**src/verilog/mbacs_pkg.sv**
```systemverilog
package mbacs_pkg;

  // Register word addresses (16-bit registers)
  localparam logic [15:0] ADDR_OUT_IMG_LEN   = 16'h1010;
  localparam logic [15:0] ADDR_IN_IMG_LEN    = 16'h1011;
  localparam logic [15:0] ADDR_MAP_REV       = 16'h1017;
  localparam logic [15:0] ADDR_DIAG_FLAGS    = 16'h1018;
  localparam logic [15:0] ADDR_ALARM_FLAGS   = 16'h101c;
  localparam logic [15:0] ADDR_MOD_STATUS    = 16'h1028;
  localparam logic [15:0] ADDR_WD_REMAIN     = 16'h1030;
  localparam logic [15:0] ADDR_CONN_MODE     = 16'h1031;
  localparam logic [15:0] ADDR_WD_PRESET     = 16'h1120;
  localparam logic [15:0] ADDR_WD_RELOAD     = 16'h1121;
  localparam logic [15:0] ADDR_FORCE_LOCK    = 16'h1122;
  localparam logic [15:0] ADDR_FORCE_LOCK_HI = 16'h1123;
  localparam logic [15:0] ADDR_IDLE_TIMEOUT  = 16'h1131;
  localparam logic [15:0] ADDR_REF_CHECK     = 16'h1132;
  localparam logic [15:0] ADDR_ALARM_MODE    = 16'h1133;
  localparam logic [15:0] ADDR_DIAG_MODE     = 16'h1134;
  localparam logic [3:0]  AREA_DIAG_MEM      = 4'ha;
  localparam logic [3:0]  AREA_ALARM_MEM     = 4'hb;
  localparam logic [3:0]  AREA_LEN_HI        = 4'h0;

  // Field positions
  localparam int WD_RELOAD_BIT      = 0;
  localparam int WD_REACT_BIT       = 8;
  localparam int MODE_SINGLE_BIT    = 0;
  localparam int MODE_EARLY_BIT     = 1;
  localparam int SLOT_LSB           = 5;

  // Reset values and fixed codes
  localparam logic [15:0] WD_OFF_VALUE      = 16'hffff;
  localparam logic [15:0] CFG_RESET         = 16'h0000;
  localparam logic [15:0] LOCK_WORD0        = 16'h4c4f;
  localparam logic [15:0] LOCK_WORD1        = 16'h434b;
  localparam logic [15:0] FREE_WORD0        = 16'h4652;
  localparam logic [15:0] FREE_WORD1        = 16'h4545;
  localparam logic [7:0]  EXC_NONE          = 8'h00;
  localparam logic [7:0]  EXC_NO_AUTH       = 8'h01;
  localparam logic [7:0]  EXC_BAD_ADDR      = 8'h02;

  // Timing
  localparam int CLK_HZ        = 200_000_000;
  localparam int WD_UNIT_MS    = 10;
  localparam int WD_UNIT_CYC   = CLK_HZ / 1000 * WD_UNIT_MS;
  localparam int IDLE_UNIT_S   = 1;
  localparam int IDLE_UNIT_CYC = CLK_HZ * IDLE_UNIT_S;

endpackage

```
**src/verilog/mbacs_regs.sv**
```systemverilog
`timescale 1ns/100ps
// Summary of operation
// - Pending diagnostic sets slot bit when enabled
// - Pending process alarm always sets slot bit
// - Reading diagnostic memory confirms and clears bit
// - Extra diagnostics wait until current one confirmed
// - Reading alarm memory confirms and clears bit
// - Alarm mode one: extra alarms wait until current one confirmed
// - Two-bit status per module, 128-bit field
// - Remaining time in 10 ms; 0 expired, FFFF off
// - Preset times 10 ms; zero disables watchdog
// - Exchange only when off or running; reload applies
// - Reload bit 0 loads counter from preset
// - Bit 8 reactivates an expired watchdog
// - LOCK code pair locks web force mode
// - FREE code pair unlocks force mode
// - Late mode: first write requests authorization
// - Early mode: authorization requested at connect
// - Single-writer: one holder until it disconnects
// - After holder leaves, next writer or (early mode) next connect gets authorization
// - Idle connections dropped after timeout seconds
// - Reference check off: exchange starts unchecked
// - Reference check on: lists must match first
// - Alarm mode one needs confirmation by read
// - Diagnostic mode one enables confirmable diagnostics
module mbacs_regs
  import mbacs_pkg::*;
#(
  parameter int          NCONN       = 4,
  parameter int          WAITW       = 2,
  parameter int          WD_TICK_CYC = WD_UNIT_CYC,
  parameter int          SEC_CYC     = IDLE_UNIT_CYC,
  parameter logic [15:0] MAP_REV_ID  = 16'h0001  // Arbitrary value
) (
  // Clock and reset
  input  wire logic                      clk,
  input  wire logic                      sys_rst,
  // Register request from the Modbus side
  input  wire logic                      req_valid,
  input  wire logic                      req_write,
  input  wire logic [$clog2(NCONN)-1:0]  req_conn,
  input  wire logic [15:0]               req_addr,
  input  wire logic [15:0]               req_wdata,
  // Register answer
  output logic                           resp_valid_r,
  output logic [15:0]                    resp_rdata_r,
  output logic [7:0]                     resp_exc_r,
  // Connection events
  input  wire logic                      conn_open,
  input  wire logic [$clog2(NCONN)-1:0]  conn_open_id,
  input  wire logic                      conn_close,
  input  wire logic [$clog2(NCONN)-1:0]  conn_close_id,
  output logic [NCONN-1:0]               conn_drop_r,
  // Module events and state
  input  wire logic                      diag_evt,
  input  wire logic [5:0]                diag_slot,
  input  wire logic                      alarm_evt,
  input  wire logic [5:0]                alarm_slot,
  input  wire logic [127:0]              mod_status,
  input  wire logic [15:0]               out_img_bits,
  input  wire logic [15:0]               in_img_bits,
  input  wire logic                      ref_list_match,
  // Block outputs
  output logic                           exch_enable_r,
  output logic                           force_locked_r,
  output logic [63:0]                    diag_flags_r,
  output logic [63:0]                    alarm_flags_r
);

  localparam int CW = $clog2(NCONN);

  // Connection indexes must cover exactly NCONN so drop and owner lookups stay in range
  if (NCONN < 2 || (1 << CW) != NCONN || WAITW < 1 || WD_TICK_CYC < 1 || SEC_CYC < 1)
  begin : g_param_check
    $error("mbacs_regs: unsupported parameter value");
  end

  // Configuration registers
  logic [15:0]       conn_mode_r;
  logic [15:0]       wd_preset_r;
  logic [15:0]       idle_timeout_r;
  logic [15:0]       ref_check_r;
  logic [15:0]       alarm_mode_r;
  logic [15:0]       diag_mode_r;
  logic [127:0]      mod_status_r;

  // Decode
  logic              wr;
  logic              rd;
  logic [5:0]        req_slot;
  logic              rd_diag_mem;
  logic              rd_alarm_mem;
  logic              single_writer_mode;
  logic              early_write_grant;
  logic              owner_v_r;
  logic [CW-1:0]     owner_r;
  logic              write_allowed;

  assign wr                 = req_valid && req_write;
  assign rd                 = req_valid && !req_write;
  assign req_slot           = req_addr[SLOT_LSB+5:SLOT_LSB];
  assign rd_diag_mem        = rd && req_addr[15:12] == AREA_DIAG_MEM
                              && req_addr[11] == 1'b0;
  assign rd_alarm_mem       = rd && req_addr[15:12] == AREA_ALARM_MEM
                              && req_addr[11] == 1'b0;
  assign single_writer_mode = conn_mode_r[MODE_SINGLE_BIT];
  assign early_write_grant  = conn_mode_r[MODE_EARLY_BIT];
  // Holder owns; otherwise a free slot is taken by this write
  assign write_allowed      = !single_writer_mode || !owner_v_r || owner_r == req_conn;

  // Decode of writable addresses, used both for storing and for the answer
  logic              wr_known;
  always_comb begin
    unique case (req_addr)
      ADDR_CONN_MODE, ADDR_WD_PRESET, ADDR_WD_RELOAD, ADDR_FORCE_LOCK,
      ADDR_FORCE_LOCK_HI, ADDR_IDLE_TIMEOUT, ADDR_REF_CHECK,
      ADDR_ALARM_MODE, ADDR_DIAG_MODE: wr_known = 1'b1;
      default:                         wr_known = 1'b0;
    endcase
  end

  logic              wr_ok;
  assign wr_ok = wr && wr_known && write_allowed;

  always_ff @(posedge clk or posedge sys_rst) begin
    if (sys_rst) begin
      conn_mode_r    <= CFG_RESET;
      wd_preset_r    <= CFG_RESET;
      idle_timeout_r <= CFG_RESET;
      ref_check_r    <= CFG_RESET;
      alarm_mode_r   <= CFG_RESET;
      diag_mode_r    <= CFG_RESET;
    end else if (wr_ok) begin
      unique case (req_addr)
        ADDR_CONN_MODE:    conn_mode_r    <= {14'h0000, req_wdata[1:0]};
        ADDR_WD_PRESET:    wd_preset_r    <= req_wdata;
        ADDR_IDLE_TIMEOUT: idle_timeout_r <= req_wdata;
        ADDR_REF_CHECK:    ref_check_r    <= req_wdata;
        ADDR_ALARM_MODE:   alarm_mode_r   <= req_wdata;
        ADDR_DIAG_MODE:    diag_mode_r    <= req_wdata;
        default: ;
      endcase
    end
  end

  always_ff @(posedge clk or posedge sys_rst) begin
    if (sys_rst) begin
      mod_status_r <= 128'h0;
    end else begin
      mod_status_r <= mod_status;
    end
  end

  // Per-module pending item plus a saturating count of queued ones.
  // Only a count is kept: message contents live in the memory areas.
  logic [63:0]       diag_pend_r;
  logic [63:0]       alarm_pend_r;
  logic [WAITW-1:0]  diag_wait_r  [64];
  logic [WAITW-1:0]  alarm_wait_r [64];
  logic              diag_on;
  logic              alarm_confirm;

  assign diag_on       = diag_mode_r == 16'h0001;
  assign alarm_confirm = alarm_mode_r == 16'h0001;

  always_ff @(posedge clk or posedge sys_rst) begin
    if (sys_rst) begin
      diag_pend_r <= 64'h0;
      for (int i = 0; i < 64; i++) begin
        diag_wait_r[i] <= '0;
      end
    end else if (!diag_on) begin
      // Deactivated diagnostics need no confirmation and are not collected
      diag_pend_r <= 64'h0;
      for (int i = 0; i < 64; i++) begin
        diag_wait_r[i] <= '0;
      end
    end else begin
      for (int i = 0; i < 64; i++) begin
        if (rd_diag_mem && req_slot == i[5:0] && diag_pend_r[i]) begin
          // Confirm: next queued one becomes current; a same-cycle event wins
          if (diag_evt && diag_slot == i[5:0]) begin
            diag_pend_r[i] <= 1'b1;
          end else if (diag_wait_r[i] != '0) begin
            diag_wait_r[i] <= diag_wait_r[i] - 1'b1;
          end else begin
            diag_pend_r[i] <= 1'b0;
          end
        end else if (diag_evt && diag_slot == i[5:0]) begin
          if (!diag_pend_r[i]) begin
            diag_pend_r[i] <= 1'b1;
          end else if (diag_wait_r[i] != '1) begin
            diag_wait_r[i] <= diag_wait_r[i] + 1'b1;
          end
        end
      end
    end
  end

  always_ff @(posedge clk or posedge sys_rst) begin
    if (sys_rst) begin
      alarm_pend_r <= 64'h0;
      for (int i = 0; i < 64; i++) begin
        alarm_wait_r[i] <= '0;
      end
    end else begin
      for (int i = 0; i < 64; i++) begin
        if (rd_alarm_mem && req_slot == i[5:0] && alarm_pend_r[i]) begin
          if (alarm_evt && alarm_slot == i[5:0]) begin
            alarm_pend_r[i] <= 1'b1;
          end else if (alarm_confirm && alarm_wait_r[i] != '0) begin
            alarm_wait_r[i] <= alarm_wait_r[i] - 1'b1;
          end else begin
            alarm_pend_r[i] <= 1'b0;
          end
        end else if (alarm_evt && alarm_slot == i[5:0]) begin
          if (!alarm_pend_r[i]) begin
            alarm_pend_r[i] <= 1'b1;
          end else if (alarm_confirm && alarm_wait_r[i] != '1) begin
            alarm_wait_r[i] <= alarm_wait_r[i] + 1'b1;
          end
        end
        // Without confirmation mode the latest alarm just replaces the shown one
        if (!alarm_confirm) begin
          alarm_wait_r[i] <= '0;
        end
      end
    end
  end

  always_ff @(posedge clk or posedge sys_rst) begin
    if (sys_rst) begin
      diag_flags_r  <= 64'h0;
      alarm_flags_r <= 64'h0;
    end else begin
      diag_flags_r  <= diag_on ? diag_pend_r : 64'h0;
      alarm_flags_r <= alarm_pend_r;
    end
  end

  // Watchdog over process data exchange
  logic              wd_active_r;
  logic [15:0]       wd_cur_r;
  logic [15:0]       wd_load_r;
  logic [31:0]       wd_tick_cnt_r;
  logic              wd_tick;
  logic              wd_reload;
  logic              wd_react;

  assign wd_tick   = wd_tick_cnt_r == 32'(WD_TICK_CYC - 1);
  assign wd_reload = wr_ok && req_addr == ADDR_WD_RELOAD && req_wdata[WD_RELOAD_BIT];
  assign wd_react  = wr_ok && req_addr == ADDR_WD_RELOAD && req_wdata[WD_REACT_BIT];

  always_ff @(posedge clk or posedge sys_rst) begin
    if (sys_rst) begin
      wd_tick_cnt_r <= 32'h0;
    end else if (wd_reload || wd_react || wd_tick) begin
      wd_tick_cnt_r <= 32'h0;
    end else begin
      wd_tick_cnt_r <= wd_tick_cnt_r + 32'h1;
    end
  end

  always_ff @(posedge clk or posedge sys_rst) begin
    if (sys_rst) begin
      wd_active_r <= 1'b0;
      wd_cur_r    <= 16'h0;
      wd_load_r   <= 16'h0;
    end else if (wd_reload) begin
      // A new preset only takes effect here
      wd_load_r   <= wd_preset_r;
      wd_cur_r    <= wd_preset_r;
      wd_active_r <= wd_preset_r != 16'h0;
    end else if (wd_react && wd_active_r && wd_cur_r == 16'h0) begin
      wd_cur_r    <= wd_load_r;
    end else if (wd_active_r && wd_tick && wd_cur_r != 16'h0) begin
      wd_cur_r    <= wd_cur_r - 16'h1;
    end
  end

  // Exchange permission
  always_ff @(posedge clk or posedge sys_rst) begin
    if (sys_rst) begin
      exch_enable_r <= 1'b0;
    end else begin
      exch_enable_r <= (!wd_active_r || wd_cur_r != 16'h0)
                       && (ref_check_r != 16'h0001 || ref_list_match);
    end
  end

  // Force-mode lock: two consecutive code words
  logic [15:0]       lock_prev_r;
  logic              lock_wr;

  assign lock_wr = wr_ok && (req_addr == ADDR_FORCE_LOCK || req_addr == ADDR_FORCE_LOCK_HI);

  always_ff @(posedge clk or posedge sys_rst) begin
    if (sys_rst) begin
      lock_prev_r    <= 16'h0;
      force_locked_r <= 1'b0;
    end else if (lock_wr) begin
      lock_prev_r <= req_wdata;
      if (lock_prev_r == LOCK_WORD0 && req_wdata == LOCK_WORD1) begin
        force_locked_r <= 1'b1;
      end else if (lock_prev_r == FREE_WORD0 && req_wdata == FREE_WORD1) begin
        force_locked_r <= 1'b0;
      end
    end else if (wr_ok) begin
      // Any other accepted write breaks a half-entered code
      lock_prev_r <= 16'h0;
    end
  end

  // Connection idle timing
  logic [31:0]       sec_cnt_r;
  logic              sec_tick;
  logic [15:0]       idle_r [NCONN];
  logic [NCONN-1:0]  conn_up_r;
  logic [NCONN-1:0]  drop_now;

  assign sec_tick = sec_cnt_r == 32'(SEC_CYC - 1);

  always_ff @(posedge clk or posedge sys_rst) begin
    if (sys_rst) begin
      sec_cnt_r <= 32'h0;
    end else begin
      sec_cnt_r <= sec_tick ? 32'h0 : sec_cnt_r + 32'h1;
    end
  end

  always_comb begin
    for (int c = 0; c < NCONN; c++) begin
      drop_now[c] = conn_up_r[c] && idle_timeout_r != 16'h0
                    && idle_r[c] >= idle_timeout_r;
    end
  end

  always_ff @(posedge clk or posedge sys_rst) begin
    if (sys_rst) begin
      conn_up_r   <= '0;
      conn_drop_r <= '0;
      for (int c = 0; c < NCONN; c++) begin
        idle_r[c] <= 16'h0;
      end
    end else begin
      conn_drop_r <= drop_now;
      for (int c = 0; c < NCONN; c++) begin
        if (conn_open && conn_open_id == c[CW-1:0]) begin
          conn_up_r[c] <= 1'b1;
          idle_r[c]    <= 16'h0;
        end else if (drop_now[c] || (conn_close && conn_close_id == c[CW-1:0])) begin
          conn_up_r[c] <= 1'b0;
          idle_r[c]    <= 16'h0;
        end else if (req_valid && req_conn == c[CW-1:0]) begin
          idle_r[c]    <= 16'h0;
        end else if (sec_tick && conn_up_r[c] && idle_r[c] != 16'hffff) begin
          idle_r[c]    <= idle_r[c] + 16'h1;
        end
      end
    end
  end

  // Write authorization holder in single-writer mode
  logic              owner_gone;
  assign owner_gone = owner_v_r && ((conn_close && conn_close_id == owner_r)
                                    || drop_now[owner_r]);

  always_ff @(posedge clk or posedge sys_rst) begin
    if (sys_rst) begin
      owner_v_r <= 1'b0;
      owner_r   <= '0;
    end else if (!single_writer_mode) begin
      owner_v_r <= 1'b0;
    end else if (owner_gone) begin
      owner_v_r <= 1'b0;
    end else if (!owner_v_r && wr) begin
      owner_v_r <= 1'b1;
      owner_r   <= req_conn;
    end else if (!owner_v_r && conn_open && early_write_grant) begin
      owner_v_r <= 1'b1;
      owner_r   <= conn_open_id;
    end
  end

  // Read data and answer
  logic [15:0]       rdata_nxt;
  logic [7:0]        exc_nxt;
  logic [15:0]       a;

  always_comb begin
    a         = req_addr;
    rdata_nxt = 16'h0;
    exc_nxt   = EXC_NONE;
    if (req_write) begin
      if (!wr_known) begin
        exc_nxt = EXC_BAD_ADDR;
      end else if (!write_allowed) begin
        exc_nxt = EXC_NO_AUTH;
      end
    end else if (a == ADDR_OUT_IMG_LEN) begin
      rdata_nxt = out_img_bits;
    end else if (a == ADDR_IN_IMG_LEN) begin
      rdata_nxt = in_img_bits;
    end else if (a == ADDR_MAP_REV) begin
      rdata_nxt = MAP_REV_ID;
    end else if (a[15:2] == ADDR_DIAG_FLAGS[15:2]) begin
      rdata_nxt = diag_flags_r[a[1:0]*16 +: 16];
    end else if (a[15:2] == ADDR_ALARM_FLAGS[15:2]) begin
      rdata_nxt = alarm_flags_r[a[1:0]*16 +: 16];
    end else if (a[15:3] == ADDR_MOD_STATUS[15:3]) begin
      rdata_nxt = mod_status_r[a[2:0]*16 +: 16];
    end else if (a == ADDR_WD_REMAIN) begin
      rdata_nxt = wd_active_r ? wd_cur_r : WD_OFF_VALUE;
    end else if (a == ADDR_CONN_MODE) begin
      rdata_nxt = conn_mode_r;
    end else if (a == ADDR_WD_PRESET) begin
      rdata_nxt = wd_preset_r;
    end else if (a == ADDR_IDLE_TIMEOUT) begin
      rdata_nxt = idle_timeout_r;
    end else if (a == ADDR_REF_CHECK) begin
      rdata_nxt = ref_check_r;
    end else if (a == ADDR_ALARM_MODE) begin
      rdata_nxt = alarm_mode_r;
    end else if (a == ADDR_DIAG_MODE) begin
      rdata_nxt = diag_mode_r;
    end else if (a == ADDR_WD_RELOAD || a == ADDR_FORCE_LOCK
                 || a == ADDR_FORCE_LOCK_HI || rd_diag_mem || rd_alarm_mem) begin
      // Write-only codes and the message memories (held elsewhere) read as zero
      rdata_nxt = 16'h0;
    end else begin
      exc_nxt = EXC_BAD_ADDR;
    end
  end

  always_ff @(posedge clk or posedge sys_rst) begin
    if (sys_rst) begin
      resp_valid_r <= 1'b0;
      resp_rdata_r <= 16'h0;
      resp_exc_r   <= EXC_NONE;
    end else begin
      resp_valid_r <= req_valid;
      resp_rdata_r <= req_valid ? rdata_nxt : 16'h0;
      resp_exc_r   <= req_valid ? exc_nxt : EXC_NONE;
    end
  end

endmodule

```
**config.mk**
```make
export PLATFORM = sky130hd
export DESIGN_NAME = mbacs_regs
export DESIGN_NICKNAME = d
export VERILOG_FILES = /design/src/verilog/mbacs_pkg.sv /design/src/verilog/mbacs_regs.sv
export SDC_FILE = /design/constraint.sdc
export NUM_CORES = 2
export LEC_CHECK = 0
export BUFFER_PORTS_ARGS = -buffer_cell sky130_fd_sc_hd__buf_2
export CORE_MARGIN = 3
export CORE_UTILIZATION = 55
export CTS_CLUSTER_SIZE = 14
export DETAILED_ROUTE_END_ITERATION = 7
export PLACE_DENSITY = 0.77
export SLEW_MARGIN = 20
export SYNTH_ARGS = -nofsm -noshare
export SYNTH_HDL_FRONTEND = slang
export SYNTH_SLANG_ARGS = --single-unit
```
**constraint.sdc**
```tcl
create_clock -name clk -period 34.8 [get_ports clk]
set_clock_uncertainty 0.15 [all_clocks]
set_input_delay 6.96 -clock clk [delete_from_list [all_inputs] [get_ports clk]]
set_output_delay 6.96 -clock clk [all_outputs]
set_load 0.02 [all_outputs]
```
==> parameters.txt <==
Parameter                              Value

Outcome
  Status    finished clean

Die
  Number of core rows    108
  Core Region    86900 um^2
  Die X-Extent    a little over 300 um
  Die Height    302 um
  Io pins    around 380
  Effective utilization at floorplan    55.6%
  Die area    91400 um^2

STA
  Max_slew headroom    22.7%
  Time the final worst path needs with I/O delays and setup    between 10000 and 15000 ps
  Total negative slack for setup checks    0 ps
  Fin. max-slew vios    0
  Maximum clock frequency    approximately 0.097 GHz
  Final count of negative-setup-slack endpoints    0
  Unrepaired setup endpoints after global routing    false
  Final Cycle Share    between 20% and 30%
  Setup slack after layout    roughly 24000 ps
  Pin slew with the least headroom to its limit    around 1200 ps
  Final-report hold violation count    0

Logic synthesis
  Warnings, synthesis    0
  Number of instances in the synthesized netlist    just under 5000
  Cell Area, Synth    48300 um^2
  Cell types with the largest area share after synthesis    sky130_fd_sc_hd__dfrtp_1, sky130_fd_sc_hd__o21ai_0, sky130_fd_sc_hd__nor2_1
  Commonest cells post-synth    sky130_fd_sc_hd__dfrtp_1, sky130_fd_sc_hd__nor2_1, sky130_fd_sc_hd__o21ai_0, sky130_fd_sc_hd__a21oi_1, sky130_fd_sc_hd__nand2_1
  Area share of the largest cell type after synthesis    48.2%
  Per-instance average area after synthesis    around 9.8 um^2
  Portion of the post-synthesis area used by sequential elements    roughly half
  Count of unique library cells instantiated by Yosys    just under 80
  Total of flip-flops plus latches after synthesis    just over 900
  Leading register cell type out of synthesis    sky130_fd_sc_hd__dfrtp_1
  Top cell type by total area after synthesis    sky130_fd_sc_hd__dfrtp_1
  Post-synth EDFFs    0
  Most common cell in the synthesized netlist    sky130_fd_sc_hd__dfrtp_1
  Async set or reset register ratio after synthesis    between 90% and 100%

Clock tree
  TritonCTS buffer count    100
  Clock insertion delay at the later pin of the skew report    680 ps
  CTS Sinks    roughly 930
  CTS tree    yes
  Clock transition time at the flip-flop clock pins of the worst setup and hold paths    roughly 60 ps
  Cts-stage hold buffer count    0
  H-tree levels    3
  Clock root buffer    sky130_fd_sc_hd__clkbuf_16
  Maximum root-to-sink buffer count    3
  Post_cts resized    0
  Post-CTS Setup Inserts    0

Detailed routing
  Number of vias per cell    around 6.5
  Routed len/inst    23.0 um
  Total DRC errors in the routed layout    0
  Starting DRT DRC Count    roughly 4800
  Sum of routed wire length over all layers    150 mm
  Number of detailed-route iterations in the first pass    6
  Number of antenna-violating nets in the routed design    0
  Via count of the routed design    42300

Critical path
  Cell with the largest stage delay on the worst path    sky130_fd_sc_hd__and4_1
  CP Data Arrival Time    10790 ps
  Critical register-to-register path endpoint    wd_cur_r[12]
  Worst path cell trace    buf_2 > or4b_1 > nor4_4 > and4_1 > o21ai_1 > nand2_1 > o21a_1 > o22a_1
  Launching element type of the critical path    input port
  Origin of the critical flop-to-flop path    wd_cur_r[0]
  Element type at the critical path end    flop
  Critical Path Start    req_addr[12]
  CP max FO    25
  Start-to-end type of the worst setup path    in -> reg
  FF-to-FF path depth    9
  R2r setup slk    between 30000 and 40000 ps
  CP Data Required Time    35260 ps
  Largest stage delay on the critical path    870 ps

Global routing
  Vias in the first global route    approximately 40000
  Wire length of the first global-routing pass    229 mm
  Maximum number of pins on one net before global-route repair    a little under 200
  Antenna violations before repair    20
  Global Route Usage Sum    roughly a third
  Leftover overflow at the end of global routing    0

Finish
  Final std cell area, no fill    approximately 55000 um^2
  Filler Cells Inserted    ~6800
  Layout area overhead    14.1%
  Util after Layout    63.4%
  Number of nets in the final layout    roughly 5600
  Share of post-route cells with drive strength above 1    between 10% and 20%
  Area of the multi-input gates    about 24000 um^2
  Register cell area after layout    about 23000 um^2

Power and ir drop
  Power consumption    approximately 2.5 mW
  Leak Pwr    24.8 nW
  Peak supply drop    just under 0.00005 V
  P per Cell Area    45.5 nW/um^2

Run
  Max-Cap Viols    0

Min path
  Kind of path behind the tightest hold check    reg -> reg
  Hold path startpoint    alarm_pend_r[30]
  Hold path depth    0
  Worst Hold End    alarm_flags_r[30]

Placed design
  Setup WS pre-CTS    ~24000 ps
  Placed Area    ~51000 um^2
  I/O Buffers    roughly 370
  Final GP Congestion    approximately 1.0
  Placed wire-length estimate    just over 100 mm
[final cells by class]
type                       instances  area share [%]
clock buffer                     141            5.34
inverter                          92           0.641
tap                             1155            2.62
timing repair buffer             428            4.27
clock inverter                    43            1.20
antenna                           11          0.0500
multi-input combinational       3721            43.6
sequential                       931            42.3
[how the worst max path moves through the flow]
stage | slack [ps] | cells past startpoint | endpoint
3_3_place_gp | 23990 | 9 | wd_cur_r[12]
3_5_place_dp | 23930 | 9 | wd_cur_r[12]
4_1_cts | 24630 | 9 | wd_cur_r[12]
2_1_floorplan | 1510 | 1 | alarm_flags_r[0]
5_1_grt | 24360 | 9 | wd_cur_r[6]
6_report | 24470 | 8 | wd_cur_r[12]
[power breakdown]
part | switching, mW | total [mW] | internal (mW) | leakage [nW]
combinational | 0.116 | 0.183 | 0.0665 | 10.6
clock | 0.452 | 1.17 | 0.714 | 1.77
sequential | 0.0396 | 1.16 | 1.12 | 12.5
total | 0.608 | 2.51 | 1.90 | 24.8
[flip-flops by register name, indices dropped and copies added, names as in the netlist, 4 cells and up]
signal          flops
conn_up_r           4
idle_r             64
ref_check_r        16
alarm_wait_r      128
diag_flags_r       64
lock_prev_r        16
wd_load_r          16
wd_preset_r        16
alarm_mode_r       16
wd_cur_r           16
mod_status_r      128
diag_mode_r        16
conn_drop_r         4
alarm_pend_r       64
idle_timeout_r     16
diag_wait_r       128
wd_tick_cnt_r      32
resp_rdata_r       16
alarm_flags_r      64
diag_pend_r        64
sec_cnt_r          32
[layout by cell type, fill, tap and decap left out, types with 27 or more instances in the layout]
cell,instances
sky130_fd_sc_hd__a21o_1,74
sky130_fd_sc_hd__a21oi_1,291
sky130_fd_sc_hd__a222oi_1,122
sky130_fd_sc_hd__a22o_1,118
sky130_fd_sc_hd__and2_1,82
sky130_fd_sc_hd__and3_1,220
sky130_fd_sc_hd__buf_2,369
sky130_fd_sc_hd__buf_4,54
sky130_fd_sc_hd__clkbuf_16,105
sky130_fd_sc_hd__dfrtp_1,931
sky130_fd_sc_hd__ha_1,71
sky130_fd_sc_hd__inv_1,91
sky130_fd_sc_hd__mux2_2,213
sky130_fd_sc_hd__mux4_2,64
sky130_fd_sc_hd__nand2_1,250
sky130_fd_sc_hd__nand2b_1,27
sky130_fd_sc_hd__nand3_1,227
sky130_fd_sc_hd__nand4_1,53
sky130_fd_sc_hd__nor2_1,672
sky130_fd_sc_hd__nor2b_1,141
sky130_fd_sc_hd__nor3_1,34
sky130_fd_sc_hd__nor4_1,34
sky130_fd_sc_hd__o21ai_0,525
sky130_fd_sc_hd__o31ai_1,44
sky130_fd_sc_hd__or3_1,68
sky130_fd_sc_hd__xnor2_1,56
sky130_fd_sc_hd__xor2_1,55
[critical path, delay by kind of cell]
family	cells	cell delay (ps)
AND/OR/NAND/NOR	4	2660
AO/OA/AOI/OAI	3	890
buffers and inverters	1	250
[stage by stage]
step	cells	hold WS [ps]
2_1_floorplan	4941	263
3_3_place_gp	6326	293
3_5_place_dp	6326	298
4_1_cts	6510	312
5_1_grt	6518	339
6_report	6522	311
[cells by family (layout without fill, tap and decap cells)]
logic type	Yosys count	in the layout	synth area share [%]
AO/OA/AOI/OAI	1328	1328	17.6
XOR/XNOR	111	111	2.01
adder cells (fa/ha/maj)	71	71	1.84
buffers and inverters	289	704	2.33
flip-flops	931	931	48.2
multiplexers	292	292	8.26
other	1	17	0.00777
AND/OR/NAND/NOR	1913	1913	19.7
[metal layers]
metal | GRT usage [%] | vias up | wire, um
met1 | 42.9 | 20900 | 58700
met3 | 7.74 | 449 | 15500
met2 | 49.2 | 2067 | 67500
li1 | - | 18900 | -
met5 | 0 | - | 35
met4 | 16.9 | 6 | 8540
No activity file was read; power rests on OpenSTA's default activity.
